## src/rtl/branch_exec_regs.vh

```
// constants for the branch and cpu-control execution block
`ifndef BRANCH_EXEC_REGS_VH
`define BRANCH_EXEC_REGS_VH

// ************************************************************
// register byte offsets
// ************************************************************
`define REG_CTRL      5'h00
`define REG_INSTR     5'h04
`define REG_DISP      5'h08
`define REG_OPERAND   5'h0c
`define REG_PC        5'h10
`define REG_FLAGS     5'h14
`define REG_CORE      5'h18
`define REG_STATUS    5'h1c

// ************************************************************
// field positions
// ************************************************************
`define CTRL_START    0
`define CTRL_RELEASE  1
`define INSTR_AREA    12
`define ST_BUSY       0
`define ST_TAKEN      1
`define ST_HALTED     2
`define ST_ERROR      3
`define FW_CY         0
`define FW_RBS0       3
`define FW_AC         4
`define FW_RBS1       5
`define FW_Z          6
`define FW_IE         7

// ************************************************************
// reset values
// ************************************************************
`define PC_RST        16'h0000
`define FW_RST        8'h00

// ************************************************************
// operation codes
// ************************************************************
`define OP_NOP        5'h00
`define OP_JMP_ABS    5'h01
`define OP_JMP_REL    5'h02
`define OP_JMP_AX     5'h03
`define OP_BC         5'h04
`define OP_BNC        5'h05
`define OP_BZ         5'h06
`define OP_BNZ        5'h07
`define OP_BT_SADDR   5'h08
`define OP_BT_SFR     5'h09
`define OP_BT_A       5'h0a
`define OP_BT_PSW     5'h0b
`define OP_BT_HL      5'h0c
`define OP_BF_SADDR   5'h0d
`define OP_BF_SFR     5'h0e
`define OP_BF_A       5'h0f
`define OP_BF_PSW     5'h10
`define OP_BF_HL      5'h11
`define OP_TC_SADDR   5'h12
`define OP_TC_SFR     5'h13
`define OP_TC_A       5'h14
`define OP_TC_PSW     5'h15
`define OP_TC_HL      5'h16
`define OP_DB_B       5'h17
`define OP_DB_C       5'h18
`define OP_DB_SADDR   5'h19
`define OP_SEL        5'h1a
`define OP_EI         5'h1b
`define OP_DI         5'h1c
`define OP_HALT       5'h1d

// ************************************************************
// timing: {bytes, clocks fast area, clocks other area}, 0 = none
// ************************************************************
`define TM_NOP        12'h120
`define TM_JMP_ABS    12'h360
`define TM_JMP_REL    12'h260
`define TM_JMP_AX     12'h280
`define TM_COND       12'h260
`define TM_BT_SADDR   12'h389
`define TM_BT_SFR     12'h40b
`define TM_BT_A       12'h380
`define TM_BT_PSW     12'h309
`define TM_BT_HL      12'h3ab
`define TM_BF_SADDR   12'h4ab
`define TM_BF_SFR     12'h40b
`define TM_BF_A       12'h380
`define TM_BF_PSW     12'h40b
`define TM_BF_HL      12'h3ab
`define TM_TC_SADDR   12'h4ac
`define TM_TC_SFR     12'h40c
`define TM_TC_A       12'h380
`define TM_TC_PSW     12'h40c
`define TM_TC_HL      12'h3ac
`define TM_DB_R       12'h260
`define TM_DB_SADDR   12'h38a
`define TM_SEL        12'h240
`define TM_EI_DI      12'h206
`define TM_HALT       12'h260

`endif

```

## src/rtl/rel_target.v

```verilog
// relative branch target adder
`timescale 1ns/10ps
`default_nettype none

module rel_target (
  input  wire [15:0] pc_i,
  input  wire [3:0]  len_i,
  input  wire [7:0]  disp_i,
  output wire [15:0] target_o
);

  // ************************************************************
  // pc plus length plus signed displacement
  // ************************************************************
  assign target_o = pc_i + {12'h000, len_i} + {{8{disp_i[7]}}, disp_i};

endmodule

`default_nettype wire

```

## src/rtl/cycle_timer.v

```verilog
// down counter that holds the core busy for an instruction's clocks
`timescale 1ns/10ps
`default_nettype none

module cycle_timer (
  input  wire       clk_sys_i,
  input  wire       rst_i,
  input  wire       ce_i,
  input  wire       load_i,
  input  wire [3:0] count_i,
  output wire       busy_o
);

  reg [3:0] remain;

  // ************************************************************
  // counter
  // ************************************************************
  always @(posedge clk_sys_i) begin
    if (rst_i) begin
      remain <= 4'h0;
    end else if (ce_i) begin
      if (load_i) begin
        remain <= count_i;
      end else if (remain != 4'h0) begin
        remain <= remain - 4'h1;
      end
    end
  end

  assign busy_o = (remain != 4'h0);

endmodule

`default_nettype wire

```

## src/rtl/branch_cpu_control_exec.v

```verilog
// execution unit for branch and cpu-control instructions
//
// The implementer's own choices: the Avalon-MM register port and the placing of the registers.
`timescale 1ns/10ps
`default_nettype none
`include "branch_exec_regs.vh"

module branch_cpu_control_exec (
  input  wire        clk_sys_i,
  input  wire        rst_i,
  input  wire        ce_i,
  input  wire [4:0]  address_i,
  input  wire        read_i,
  input  wire        write_i,
  input  wire [31:0] writedata_i,
  input  wire [3:0]  byteenable_i,
  output reg  [31:0] readdata_o,
  output reg         waitrequest_o,
  output reg  [15:0] pc_o,
  output reg  [7:0]  flag_word_o,
  output reg         halted_o
);

  // ************************************************************
  // state
  // ************************************************************
  reg  [4:0]  instr_op;
  reg  [2:0]  instr_bit;
  reg         instr_area;
  reg  [15:0] disp;
  reg  [7:0]  operand;
  reg  [7:0]  acc_a;
  reg  [7:0]  reg_x;
  reg  [7:0]  reg_b;
  reg  [7:0]  reg_c;
  reg         exec_pend;
  reg         taken;
  reg         error;
  reg  [3:0]  last_len;
  reg  [3:0]  last_clk;

  // ************************************************************
  // decode results
  // ************************************************************
  reg  [11:0] tm;
  reg  [3:0]  clocks;
  reg  [15:0] next_pc;
  reg  [7:0]  next_fw;
  reg  [7:0]  next_operand;
  reg  [7:0]  next_b;
  reg  [7:0]  next_c;
  reg         next_halt;
  reg         next_taken;
  reg         cond;
  reg         rel;
  reg  [31:0] rd_mux;
  reg  [31:0] wmask;

  wire [15:0] target;
  wire        timer_busy;
  wire        busy;
  wire        req;
  wire        wr_do;
  wire [7:0]  bit_mask;
  wire        bit_opnd;
  wire        bit_a;
  wire        bit_fw;
  wire [7:0]  dec_b;
  wire [7:0]  dec_c;
  wire [7:0]  dec_opnd;
  wire        start_ok;

  // ************************************************************
  // timing table
  // ************************************************************
  function [11:0] timing;
    input [4:0] op;
    begin
      case (op)
        `OP_NOP:      timing = `TM_NOP;
        `OP_JMP_ABS:  timing = `TM_JMP_ABS;
        `OP_JMP_REL:  timing = `TM_JMP_REL;
        `OP_JMP_AX:   timing = `TM_JMP_AX;
        `OP_BC:       timing = `TM_COND;
        `OP_BNC:      timing = `TM_COND;
        `OP_BZ:       timing = `TM_COND;
        `OP_BNZ:      timing = `TM_COND;
        `OP_BT_SADDR: timing = `TM_BT_SADDR;
        `OP_BT_SFR:   timing = `TM_BT_SFR;
        `OP_BT_A:     timing = `TM_BT_A;
        `OP_BT_PSW:   timing = `TM_BT_PSW;
        `OP_BT_HL:    timing = `TM_BT_HL;
        `OP_BF_SADDR: timing = `TM_BF_SADDR;
        `OP_BF_SFR:   timing = `TM_BF_SFR;
        `OP_BF_A:     timing = `TM_BF_A;
        `OP_BF_PSW:   timing = `TM_BF_PSW;
        `OP_BF_HL:    timing = `TM_BF_HL;
        `OP_TC_SADDR: timing = `TM_TC_SADDR;
        `OP_TC_SFR:   timing = `TM_TC_SFR;
        `OP_TC_A:     timing = `TM_TC_A;
        `OP_TC_PSW:   timing = `TM_TC_PSW;
        `OP_TC_HL:    timing = `TM_TC_HL;
        `OP_DB_B:     timing = `TM_DB_R;
        `OP_DB_C:     timing = `TM_DB_R;
        `OP_DB_SADDR: timing = `TM_DB_SADDR;
        `OP_SEL:      timing = `TM_SEL;
        `OP_EI:       timing = `TM_EI_DI;
        `OP_DI:       timing = `TM_EI_DI;
        `OP_HALT:     timing = `TM_HALT;
        default:      timing = 12'h000;
      endcase
    end
  endfunction

  // ************************************************************
  // operand bits and helpers
  // ************************************************************
  assign bit_mask = 8'h01 << instr_bit;
  assign bit_opnd = operand[instr_bit];
  assign bit_a    = acc_a[instr_bit];
  assign bit_fw   = flag_word_o[instr_bit];
  assign dec_b    = reg_b - 8'h01;
  assign dec_c    = reg_c - 8'h01;
  assign dec_opnd = operand - 8'h01;
  assign busy     = exec_pend | timer_busy;
  assign req      = read_i | write_i;
  assign wr_do    = write_i & ~waitrequest_o;
  assign start_ok = wr_do & (address_i == `REG_CTRL) & byteenable_i[0]
                  & writedata_i[`CTRL_START] & ~halted_o;

  rel_target u_target (
    .pc_i     (pc_o),
    .len_i    (tm[11:8]),
    .disp_i   (disp[7:0]),
    .target_o (target)
  );

  cycle_timer u_timer (
    .clk_sys_i (clk_sys_i),
    .rst_i     (rst_i),
    .ce_i      (ce_i),
    .load_i    (exec_pend),
    .count_i   (clocks - 4'h1),
    .busy_o    (timer_busy)
  );

  // ************************************************************
  // clock figure selection
  // ************************************************************
  always @* begin
    tm = timing(instr_op);
    if ((instr_area && (tm[3:0] != 4'h0)) || (tm[7:4] == 4'h0)) begin
      clocks = tm[3:0];
    end else begin
      clocks = tm[7:4];
    end
  end

  // ************************************************************
  // instruction execution
  // ************************************************************
  always @* begin
    next_pc      = pc_o;
    next_fw      = flag_word_o;
    next_operand = operand;
    next_b       = reg_b;
    next_c       = reg_c;
    next_halt    = halted_o;
    cond         = 1'b0;
    rel          = 1'b1;
    case (instr_op)
      `OP_NOP: begin
        rel = 1'b0;
      end
      `OP_JMP_ABS: begin
        rel     = 1'b0;
        cond    = 1'b1;
        next_pc = disp;
      end
      `OP_JMP_REL: cond = 1'b1;
      `OP_JMP_AX: begin
        rel     = 1'b0;
        cond    = 1'b1;
        next_pc = {acc_a, reg_x};
      end
      `OP_BC:       cond = flag_word_o[`FW_CY];
      `OP_BNC:      cond = ~flag_word_o[`FW_CY];
      `OP_BZ:       cond = flag_word_o[`FW_Z];
      `OP_BNZ:      cond = ~flag_word_o[`FW_Z];
      `OP_BT_SADDR: cond = bit_opnd;
      `OP_BT_SFR:   cond = bit_opnd;
      `OP_BT_A:     cond = bit_a;
      `OP_BT_PSW:   cond = bit_fw;
      `OP_BT_HL:    cond = bit_opnd;
      `OP_BF_SADDR: cond = ~bit_opnd;
      `OP_BF_SFR:   cond = ~bit_opnd;
      `OP_BF_A:     cond = ~bit_a;
      `OP_BF_PSW:   cond = ~bit_fw;
      `OP_BF_HL:    cond = ~bit_opnd;
      `OP_TC_SADDR, `OP_TC_SFR, `OP_TC_HL: begin
        cond = bit_opnd;
        if (bit_opnd) begin
          next_operand = operand & ~bit_mask;
        end
      end
      `OP_TC_A: begin
        cond = bit_a;
      end
      `OP_TC_PSW: begin
        cond = bit_fw;
        if (bit_fw) begin
          next_fw = flag_word_o & ~bit_mask;
        end
      end
      `OP_DB_B: begin
        next_b = dec_b;
        cond   = (dec_b != 8'h00);
      end
      `OP_DB_C: begin
        next_c = dec_c;
        cond   = (dec_c != 8'h00);
      end
      `OP_DB_SADDR: begin
        next_operand = dec_opnd;
        cond         = (dec_opnd != 8'h00);
      end
      `OP_SEL: begin
        rel                = 1'b0;
        next_fw[`FW_RBS1]  = instr_bit[1];
        next_fw[`FW_RBS0]  = instr_bit[0];
      end
      `OP_EI: begin
        rel              = 1'b0;
        next_fw[`FW_IE]  = 1'b1;
      end
      `OP_DI: begin
        rel              = 1'b0;
        next_fw[`FW_IE]  = 1'b0;
      end
      `OP_HALT: begin
        rel       = 1'b0;
        next_halt = 1'b1;
      end
      default: begin
        rel = 1'b0;
      end
    endcase
    if (rel && cond) begin
      next_pc = target;
    end
    next_taken = cond;
  end

  // ************************************************************
  // bus read mux and write mask
  // ************************************************************
  always @* begin
    wmask = {{8{byteenable_i[3]}}, {8{byteenable_i[2]}}, {8{byteenable_i[1]}}, {8{byteenable_i[0]}}};
    case (address_i)
      `REG_CTRL:    rd_mux = 32'h0000_0000;
      `REG_INSTR:   rd_mux = {19'h00000, instr_area, 1'b0, instr_bit, 3'h0, instr_op};
      `REG_DISP:    rd_mux = {16'h0000, disp};
      `REG_OPERAND: rd_mux = {24'h000000, operand};
      `REG_PC:      rd_mux = {16'h0000, pc_o};
      `REG_FLAGS:   rd_mux = {24'h000000, flag_word_o};
      `REG_CORE:    rd_mux = {reg_c, reg_b, reg_x, acc_a};
      `REG_STATUS:  rd_mux = {16'h0000, last_clk, last_len, 4'h0,
                              error, halted_o, taken, busy};
      default:      rd_mux = 32'h0000_0000;
    endcase
  end

  // ************************************************************
  // avalon handshake: one wait cycle, writes stall while busy
  // ************************************************************
  always @(posedge clk_sys_i) begin
    if (rst_i) begin
      waitrequest_o <= 1'b1;
      readdata_o    <= 32'h0000_0000;
    end else if (ce_i) begin
      if (req && waitrequest_o && !(write_i && busy)) begin
        waitrequest_o <= 1'b0;
        readdata_o    <= read_i ? rd_mux : 32'h0000_0000;
      end else begin
        waitrequest_o <= 1'b1;
      end
    end
  end

  // ************************************************************
  // register writes and commit of an executed instruction
  // ************************************************************
  always @(posedge clk_sys_i) begin
    if (rst_i) begin
      instr_op    <= `OP_NOP;
      instr_bit   <= 3'h0;
      instr_area  <= 1'b0;
      disp        <= 16'h0000;
      operand     <= 8'h00;
      acc_a       <= 8'h00;
      reg_x       <= 8'h00;
      reg_b       <= 8'h00;
      reg_c       <= 8'h00;
      pc_o        <= `PC_RST;
      flag_word_o <= `FW_RST;
      halted_o    <= 1'b0;
      exec_pend   <= 1'b0;
      taken       <= 1'b0;
      error       <= 1'b0;
      last_len    <= 4'h0;
      last_clk    <= 4'h0;
    end else if (ce_i) begin
      exec_pend <= start_ok;
      if (exec_pend) begin
        last_len <= tm[11:8];
        last_clk <= clocks;
        if (tm == 12'h000) begin
          error <= 1'b1;
          taken <= 1'b0;
        end else begin
          error       <= 1'b0;
          taken       <= next_taken;
          pc_o        <= next_pc;
          flag_word_o <= next_fw;
          operand     <= next_operand;
          reg_b       <= next_b;
          reg_c       <= next_c;
          halted_o    <= next_halt;
        end
      end else if (wr_do) begin
        case (address_i)
          `REG_CTRL: begin
            if (byteenable_i[0] && writedata_i[`CTRL_RELEASE]) begin
              halted_o <= 1'b0;
            end
          end
          `REG_INSTR: begin
            if (byteenable_i[0]) begin
              instr_op <= writedata_i[4:0];
            end
            if (byteenable_i[1]) begin
              instr_bit  <= writedata_i[10:8];
              instr_area <= writedata_i[`INSTR_AREA];
            end
          end
          `REG_DISP: begin
            disp <= (disp & ~wmask[15:0]) | (writedata_i[15:0] & wmask[15:0]);
          end
          `REG_OPERAND: begin
            if (byteenable_i[0]) begin
              operand <= writedata_i[7:0];
            end
          end
          `REG_PC: begin
            pc_o <= (pc_o & ~wmask[15:0]) | (writedata_i[15:0] & wmask[15:0]);
          end
          `REG_FLAGS: begin
            if (byteenable_i[0]) begin
              flag_word_o <= writedata_i[7:0];
            end
          end
          `REG_CORE: begin
            if (byteenable_i[0]) begin
              acc_a <= writedata_i[7:0];
            end
            if (byteenable_i[1]) begin
              reg_x <= writedata_i[15:8];
            end
            if (byteenable_i[2]) begin
              reg_b <= writedata_i[23:16];
            end
            if (byteenable_i[3]) begin
              reg_c <= writedata_i[31:24];
            end
          end
          default: begin
            taken <= taken;
          end
        endcase
      end
    end
  end

endmodule

`default_nettype wire

```

## config.mk

```make
export PLATFORM = sky130hd
export DESIGN_NAME = branch_cpu_control_exec
export DESIGN_NICKNAME = d
export VERILOG_FILES = /design/src/rtl/rel_target.v /design/src/rtl/cycle_timer.v /design/src/rtl/branch_cpu_control_exec.v
export VERILOG_INCLUDE_DIRS = /design/src /design/src/rtl
export SDC_FILE = /design/constraint.sdc
export NUM_CORES = 1
export LEC_CHECK = 0
export BUFFER_PORTS_ARGS = -buffer_cell sky130_fd_sc_hd__buf_2
export CORE_UTILIZATION = 54
export DETAILED_ROUTE_END_ITERATION = 7
export MAX_ROUTING_LAYER = met4
export PLACE_DENSITY_LB_ADDON = 0.1
export SYNTH_ARGS = -nofsm -noshare
export SYNTH_HDL_FRONTEND = slang
export SYNTH_SLANG_ARGS = --single-unit
export TNS_END_PERCENT = 50
```

## constraint.sdc

```tcl
create_clock -name clk_sys_i -period 3.2 [get_ports clk_sys_i]
set_clock_uncertainty 0.2 [all_clocks]
set_input_delay 0.48 -clock clk_sys_i [delete_from_list [all_inputs] [get_ports clk_sys_i]]
set_output_delay 0.48 -clock clk_sys_i [all_outputs]
set_load 0.005 [all_outputs]
```

# Yosys cells after proc, flatten, opt, wreduce, memory -nomap -nowiden

Memories as Yosys holds them, arrays and structs flattened. A register that Yosys moved wholly into a read port is not among the register bits.
Cells that the tools add are included.

Register bits: 138
ROM bits: 320
Input port bits: 46
Output and inout port bits: 58
Word-level logic and storage cells: 214
Memories: 1

Add/subtract/negate cells: 7
Order comparisons: 1
Equality and inequality tests: 48
Shifts and indexed selects: 1
Multiplexer cells: 60
Bitwise logic cells: 24
Reductions and logical operators: 50

Memory list:

| name            | depth | width | read ports | clocked after memory_dff | wr ports | line                         | text |
|---|---|---|---|---|---|---|---|
| (no name shown) | 32    | 10    | 1          | 1                        | 0        | branch_cpu_control_exec.v:79 | `case (op)` |

Operator list:

| cell                | count |
|---|---|
| $pmux 32 s7         | 1 |
| $mux 8              | 23 |
| $eq 5x5->1 const B  | 18 |
| $mux 16             | 5 |
| $eq 5x4->1 const B  | 10 |
| $and 16x16->16      | 3 |
| $mux 32             | 1 |
| $or 16x16->16       | 2 |
| $pmux 16 s2         | 1 |
| $reduce_and 7->1    | 4 |
| $eq 5x3->1 const B  | 5 |
| $reduce_and 5->1    | 5 |
| $reduce_bool 8->1   | 3 |
| $sub 8x1->8 const B | 3 |
| $reduce_or 23->1    | 1 |
| $reduce_bool 2->1   | 11 |
| $reduce_and 6->1    | 3 |
| $add 16x16->16      | 1 |
| $add 16x4->16       | 1 |
| $and 8x8->8         | 2 |
| $not 16->16         | 1 |
| $pmux 8 s2          | 1 |
| $mux 1              | 15 |
| $pmux 1 s14         | 1 |
| other kinds (32)    | 70 |

# Logic depth before layout (Yosys ltp)

Word-level depth: 8
Gate-level depth with buffers: 13

# Modules after synthesis

A second synthesis with hierarchy kept.

Cells, all modules: 1,147
Area total of the unflattened synthesis: 9,303.9 um^2

By module, submodules not included:

| module                  | times used | cells each | area each (um^2) |
|---|---|---|---|
| branch_cpu_control_exec | 1          | 986        | 8,027.7 |
| rel_target              | 1          | 127        | 997.2 |
| cycle_timer             | 1          | 34         | 279.0 |

# Worst setup path after synthesis

No wires, ideal clock.

Path kind: input port to flip-flop
Start: input address_i[1]
End: register tm[2] (netlist name)
Library setup time: 0.115 ns
Arrival time: 2.950 ns
Required time: 2.885 ns
Setup slack: -0.065 ns
Stages: 9
Buffers on the path: 1
Cells stage by stage: or3_1 buf_2 nor4_4 mux2i_1 nor2_1 inv_1 ha_1 mux4_2 and2_1

Cells in the longest elaborated chain, start to end: 4

RTL lines:

| element                        | line                          | text |
|---|---|---|
| from (decl)                    | branch_cpu_control_exec.v:12  | `input wire [4:0] address_i,` |
| $eq 5x3->1                     | branch_cpu_control_exec.v:331 | `case (address_i)` |
| $reduce_and 5->1 (no line)     | n/a                           |  |
| $mux 5 (no line) (2 in series) | n/a                           |  |

Every way passes these cells.
A chain may end at the register's enable or synchronous reset.

==> results.json <==
{
  "ys_top_cells_by_area": "dfxtp_1 31%, mux2i_1 8.4%, ha_1 5.1%",
  "wl_per_cell_microns": 20.7,
  "drive_above_1_share_pct": 25.7,
  "max_clock_freq_mhz": 314,
  "postSynthCellCount": 1119,
  "multi_input_area_sq_um": 6070,
  "die_w_microns": 134,
  "cp_data_arrival_time_ns": 3.31,
  "power_leakage_nw": 4.94,
  "vias": 9508,
  "setup_viol": 0,
  "drt_wl_total_microns": 31200,
  "slew_violations": 0,
  "critPathMaxFanout": 2,
  "synth_top_cell_by_area": "dfxtp_1",
  "root_buffer": "clkbuf_16",
  "yosys_warnings": 0,
  "clkTransAtPathRegs_ns": 0.07,
  "synth_top_family_by_area": "simple AND/OR/NAND/NOR gates",
  "seq_area_sq_um": 2950,
  "start_util_pct": 55.9,
  "crit_type": "flop to flop",
  "slew_headroom_pct": 50.2,
  "grt_pass1_vias": 8766,
  "powerDensity_nw_per_um2": 362,
  "avgSynthCellArea_sq_um": 8.37,
  "synthFlopType": "dfxtp_1",
  "crit_path_end_kind": "flop",
  "regToRegSetupSlack_ns": 0.01,
  "overflow": 0,
  "nFillCells": 1426,
  "crit_required_ns": 3.32,
  "drtPass1Iterations": 8,
  "synth_compound_area_share_pct": 21.5,
  "fin_crit_ns": 3.19,
  "syn_area_sq_um": 9360,
  "start_kind": "flop",
  "fin_util_pct": 67.9,
  "synth_edf_count": 0,
  "numCtsBuffers": 17,
  "clk_latency_ns": 0.43,
  "route.detailed.drc": 2,
  "clkPwrFrac_pct": 45.8,
  "period_share_pct": 99.5,
  "synth_xor_area_share_pct": 1.68,
  "hold_path_class": "input port to flop",
  "drt_iter0_drc": 1251,
  "gp_congestion": 0.977,
  "htree_levels": 4,
  "syn_nets": 1207,
  "reg2reg_depth": 11,
  "grt_pass1_wl_microns": 48300,
  "yosysSeqAreaShare_pct": 31.4,
  "sw_frac_of_total_pct": 27.0,
  "chipHeight_microns": 134,
  "area_growth_syn_to_layout_pct": 21.6,
  "cap_violations": 0,
  "dp_cells": 1473,
  "whs_path_depth": 3,
  "vdd_drop_max_mv": 0.476,
  "p_comb_share_pct": 9.1,
  "stdcell_count": 1510,
  "grt_setup_unrepaired": "yes",
  "rows": 47,
  "antenna_found_initial": 0,
  "core_area_sq_um": 16800,
  "ys_ff_latch": 147,
  "p_seq_share_pct": 45.1,
  "grt_max_degree": 61,
  "timing.setup.tns_ns": 0,
  "grt_usage_pct": 36.4,
  "dieArea_sq_um": 17900,
  "nNetsFinal": 1364,
  "yosysUniqueCellTypes": 85,
  "cts_tree": "done",
  "io_buffer_count": 103,
  "clk_path_buf_depth": 2,
  "synthAdderAreaFrac_pct": 5.93,
  "synthMuxAreaShare_pct": 12.9,
  "p_switching_mw": 1.11,
  "dp_hpwl_microns": 23400,
  "final_hold_viol_count": 0,
  "pin_count": 104,
  "intPower_mw": 3.01,
  "worst_slew_pin_slew_ns": 0.744,
  "cts.sinks": 147,
  "outcome": "finished with violations",
  "failed_checks": "design-rule violations",
  "async_flop_share_pct": 0,
  "synthSimpleGateAreaFrac_pct": 21.8,
  "drtAntennaViolNets": 0,
  "hp-start": "writedata_i[21]",
  "via_per_inst": 6.30,
  "yosysTopAreaCellShare_pct": 31.4
}
==> power groups by stage <==
stage	clock (mW)	combinational [mW]	sequential, mW
floorplan	0	0.224	1.89
global placement	0	0.362	1.90
detailed placement	0	0.361	1.90
CTS	1.90	0.363	1.86
global route	1.98	0.400	1.86
finish	1.89	0.373	1.86
==> Yosys cell counts (16+ instances only) <==
master and n:
a21oi_1 67, a22oi_1 53, and2_1 16, clkbuf_1 67, dfxtp_1 147, ha_1 38
inv_1 27, mux2_2 25, mux2i_1 79, nand2_1 98, nand3_1 43, nor2_1 123
nor2b_1 22, nor3_1 28, o21ai_0 37
==> metal layers <==
layer  share of wire (%)  global-route usage, %  vias up
met4                 4.8                   18.2        0
li1                    -                      -     4437
met3                 8.3                   6.05      119
met5                   0                      -        -
met1                  41                   45.7     4476
met2                  46                   56.3      476
==> repair_timing <==
item | CTS | global route
endpoints found under the setup margin | 3 | 15
gates cloned | 0 | 0
buffers inserted | 3 | 1
pin swaps | 10 | 10
resized for setup | 5 | 18
hold buffers | 0 | 0
==> logic make-up (layout without fill, tap and decap cells) <==
group	after synthesis	after routing
compound gates	278	278
buf+inv	110	280
flops	147	147
fa+ha+maj	42	42
simple gates	414	414
xor+xnor	18	18
mux	110	110
other cells	0	1
==> cell usage in the layout (no fill, tap or decap), types with 6 or more instances in the layout <==
cell type  count
mux2i_1       76
mux2_2        25
a222oi_1       8
nand3_1       43
and2_1        16
mux4_2         6
nor2_1       122
nor2b_1       21
xnor2_1       12
o21ai_0       37
a21oi_1       67
nor4_1         7
or4_1          6
o211ai_1      11
nand2b_1       7
nand2_1       98
or2_2          6
and3_1         8
o31ai_1        8
a22oi_1       53
nor4b_1        6
nand4_1       10
clkbuf_16     17
xor2_1         6
or3_1          8
ha_1          37
buf_2        102
buf_4        116
dfxtp_1      142
nor3_1        28
inv_1         26
==> worst min path at each step <==
stage	end	slack (ns)
3_5_place_dp	readdata_o[20]$_SDFFE_PP0P_	0.24
5_1_grt	flop	0.13
6_report	reg_b[5]$_SDFFE_PP0P_	0.13
4_1_cts	reg_b[5]$_SDFFE_PP0P_	0.12
2_1_floorplan	taken$_SDFFE_PP0P_	0.23
3_3_place_gp	readdata_o[22]$_SDFFE_PP0P_	0.24
==> critical path, cell delays in order (launching register included) <==
cell and delay [ns]:
dfxtp_2 0.33, fa_1 0.48, ha_2 0.21, inv_2 0.06
fa_2 0.21, nor2b_2 0.05, o31a_1 0.27, o211ai_1 0.27
a311oi_2 0.16, or3_1 0.36, a211o_1 0.26, a32o_1 0.22
==> cell type report <==
class                           count  share of cell area, %
Antenna cell                        1                 0.0220
Clock buffer                       19                   3.98
Clock inverter                     13                  0.890
Inverter                           27                  0.890
Multi-Input combinational cell    862                   53.3
Sequential cell                   147                   25.9
Tap cell                          220                   2.42
Timing Repair Buffer              221                   12.6
==> through the flow <==
step           hold WS, ns  cell area, sq um  setup WS, ns  total power, mW
4_1_cts              0.117             11300       -0.0134             4.12
3_3_place_gp         0.235             10700       0.00932             2.26
3_5_place_dp         0.243             10700       -0.0802             2.26
6_report             0.125             11400        0.0149             4.12
2_1_floorplan        0.229              9370        0.0152             2.12
5_1_grt              0.130             11400        -0.145             4.24
Power figures use the tool's default switching activity.
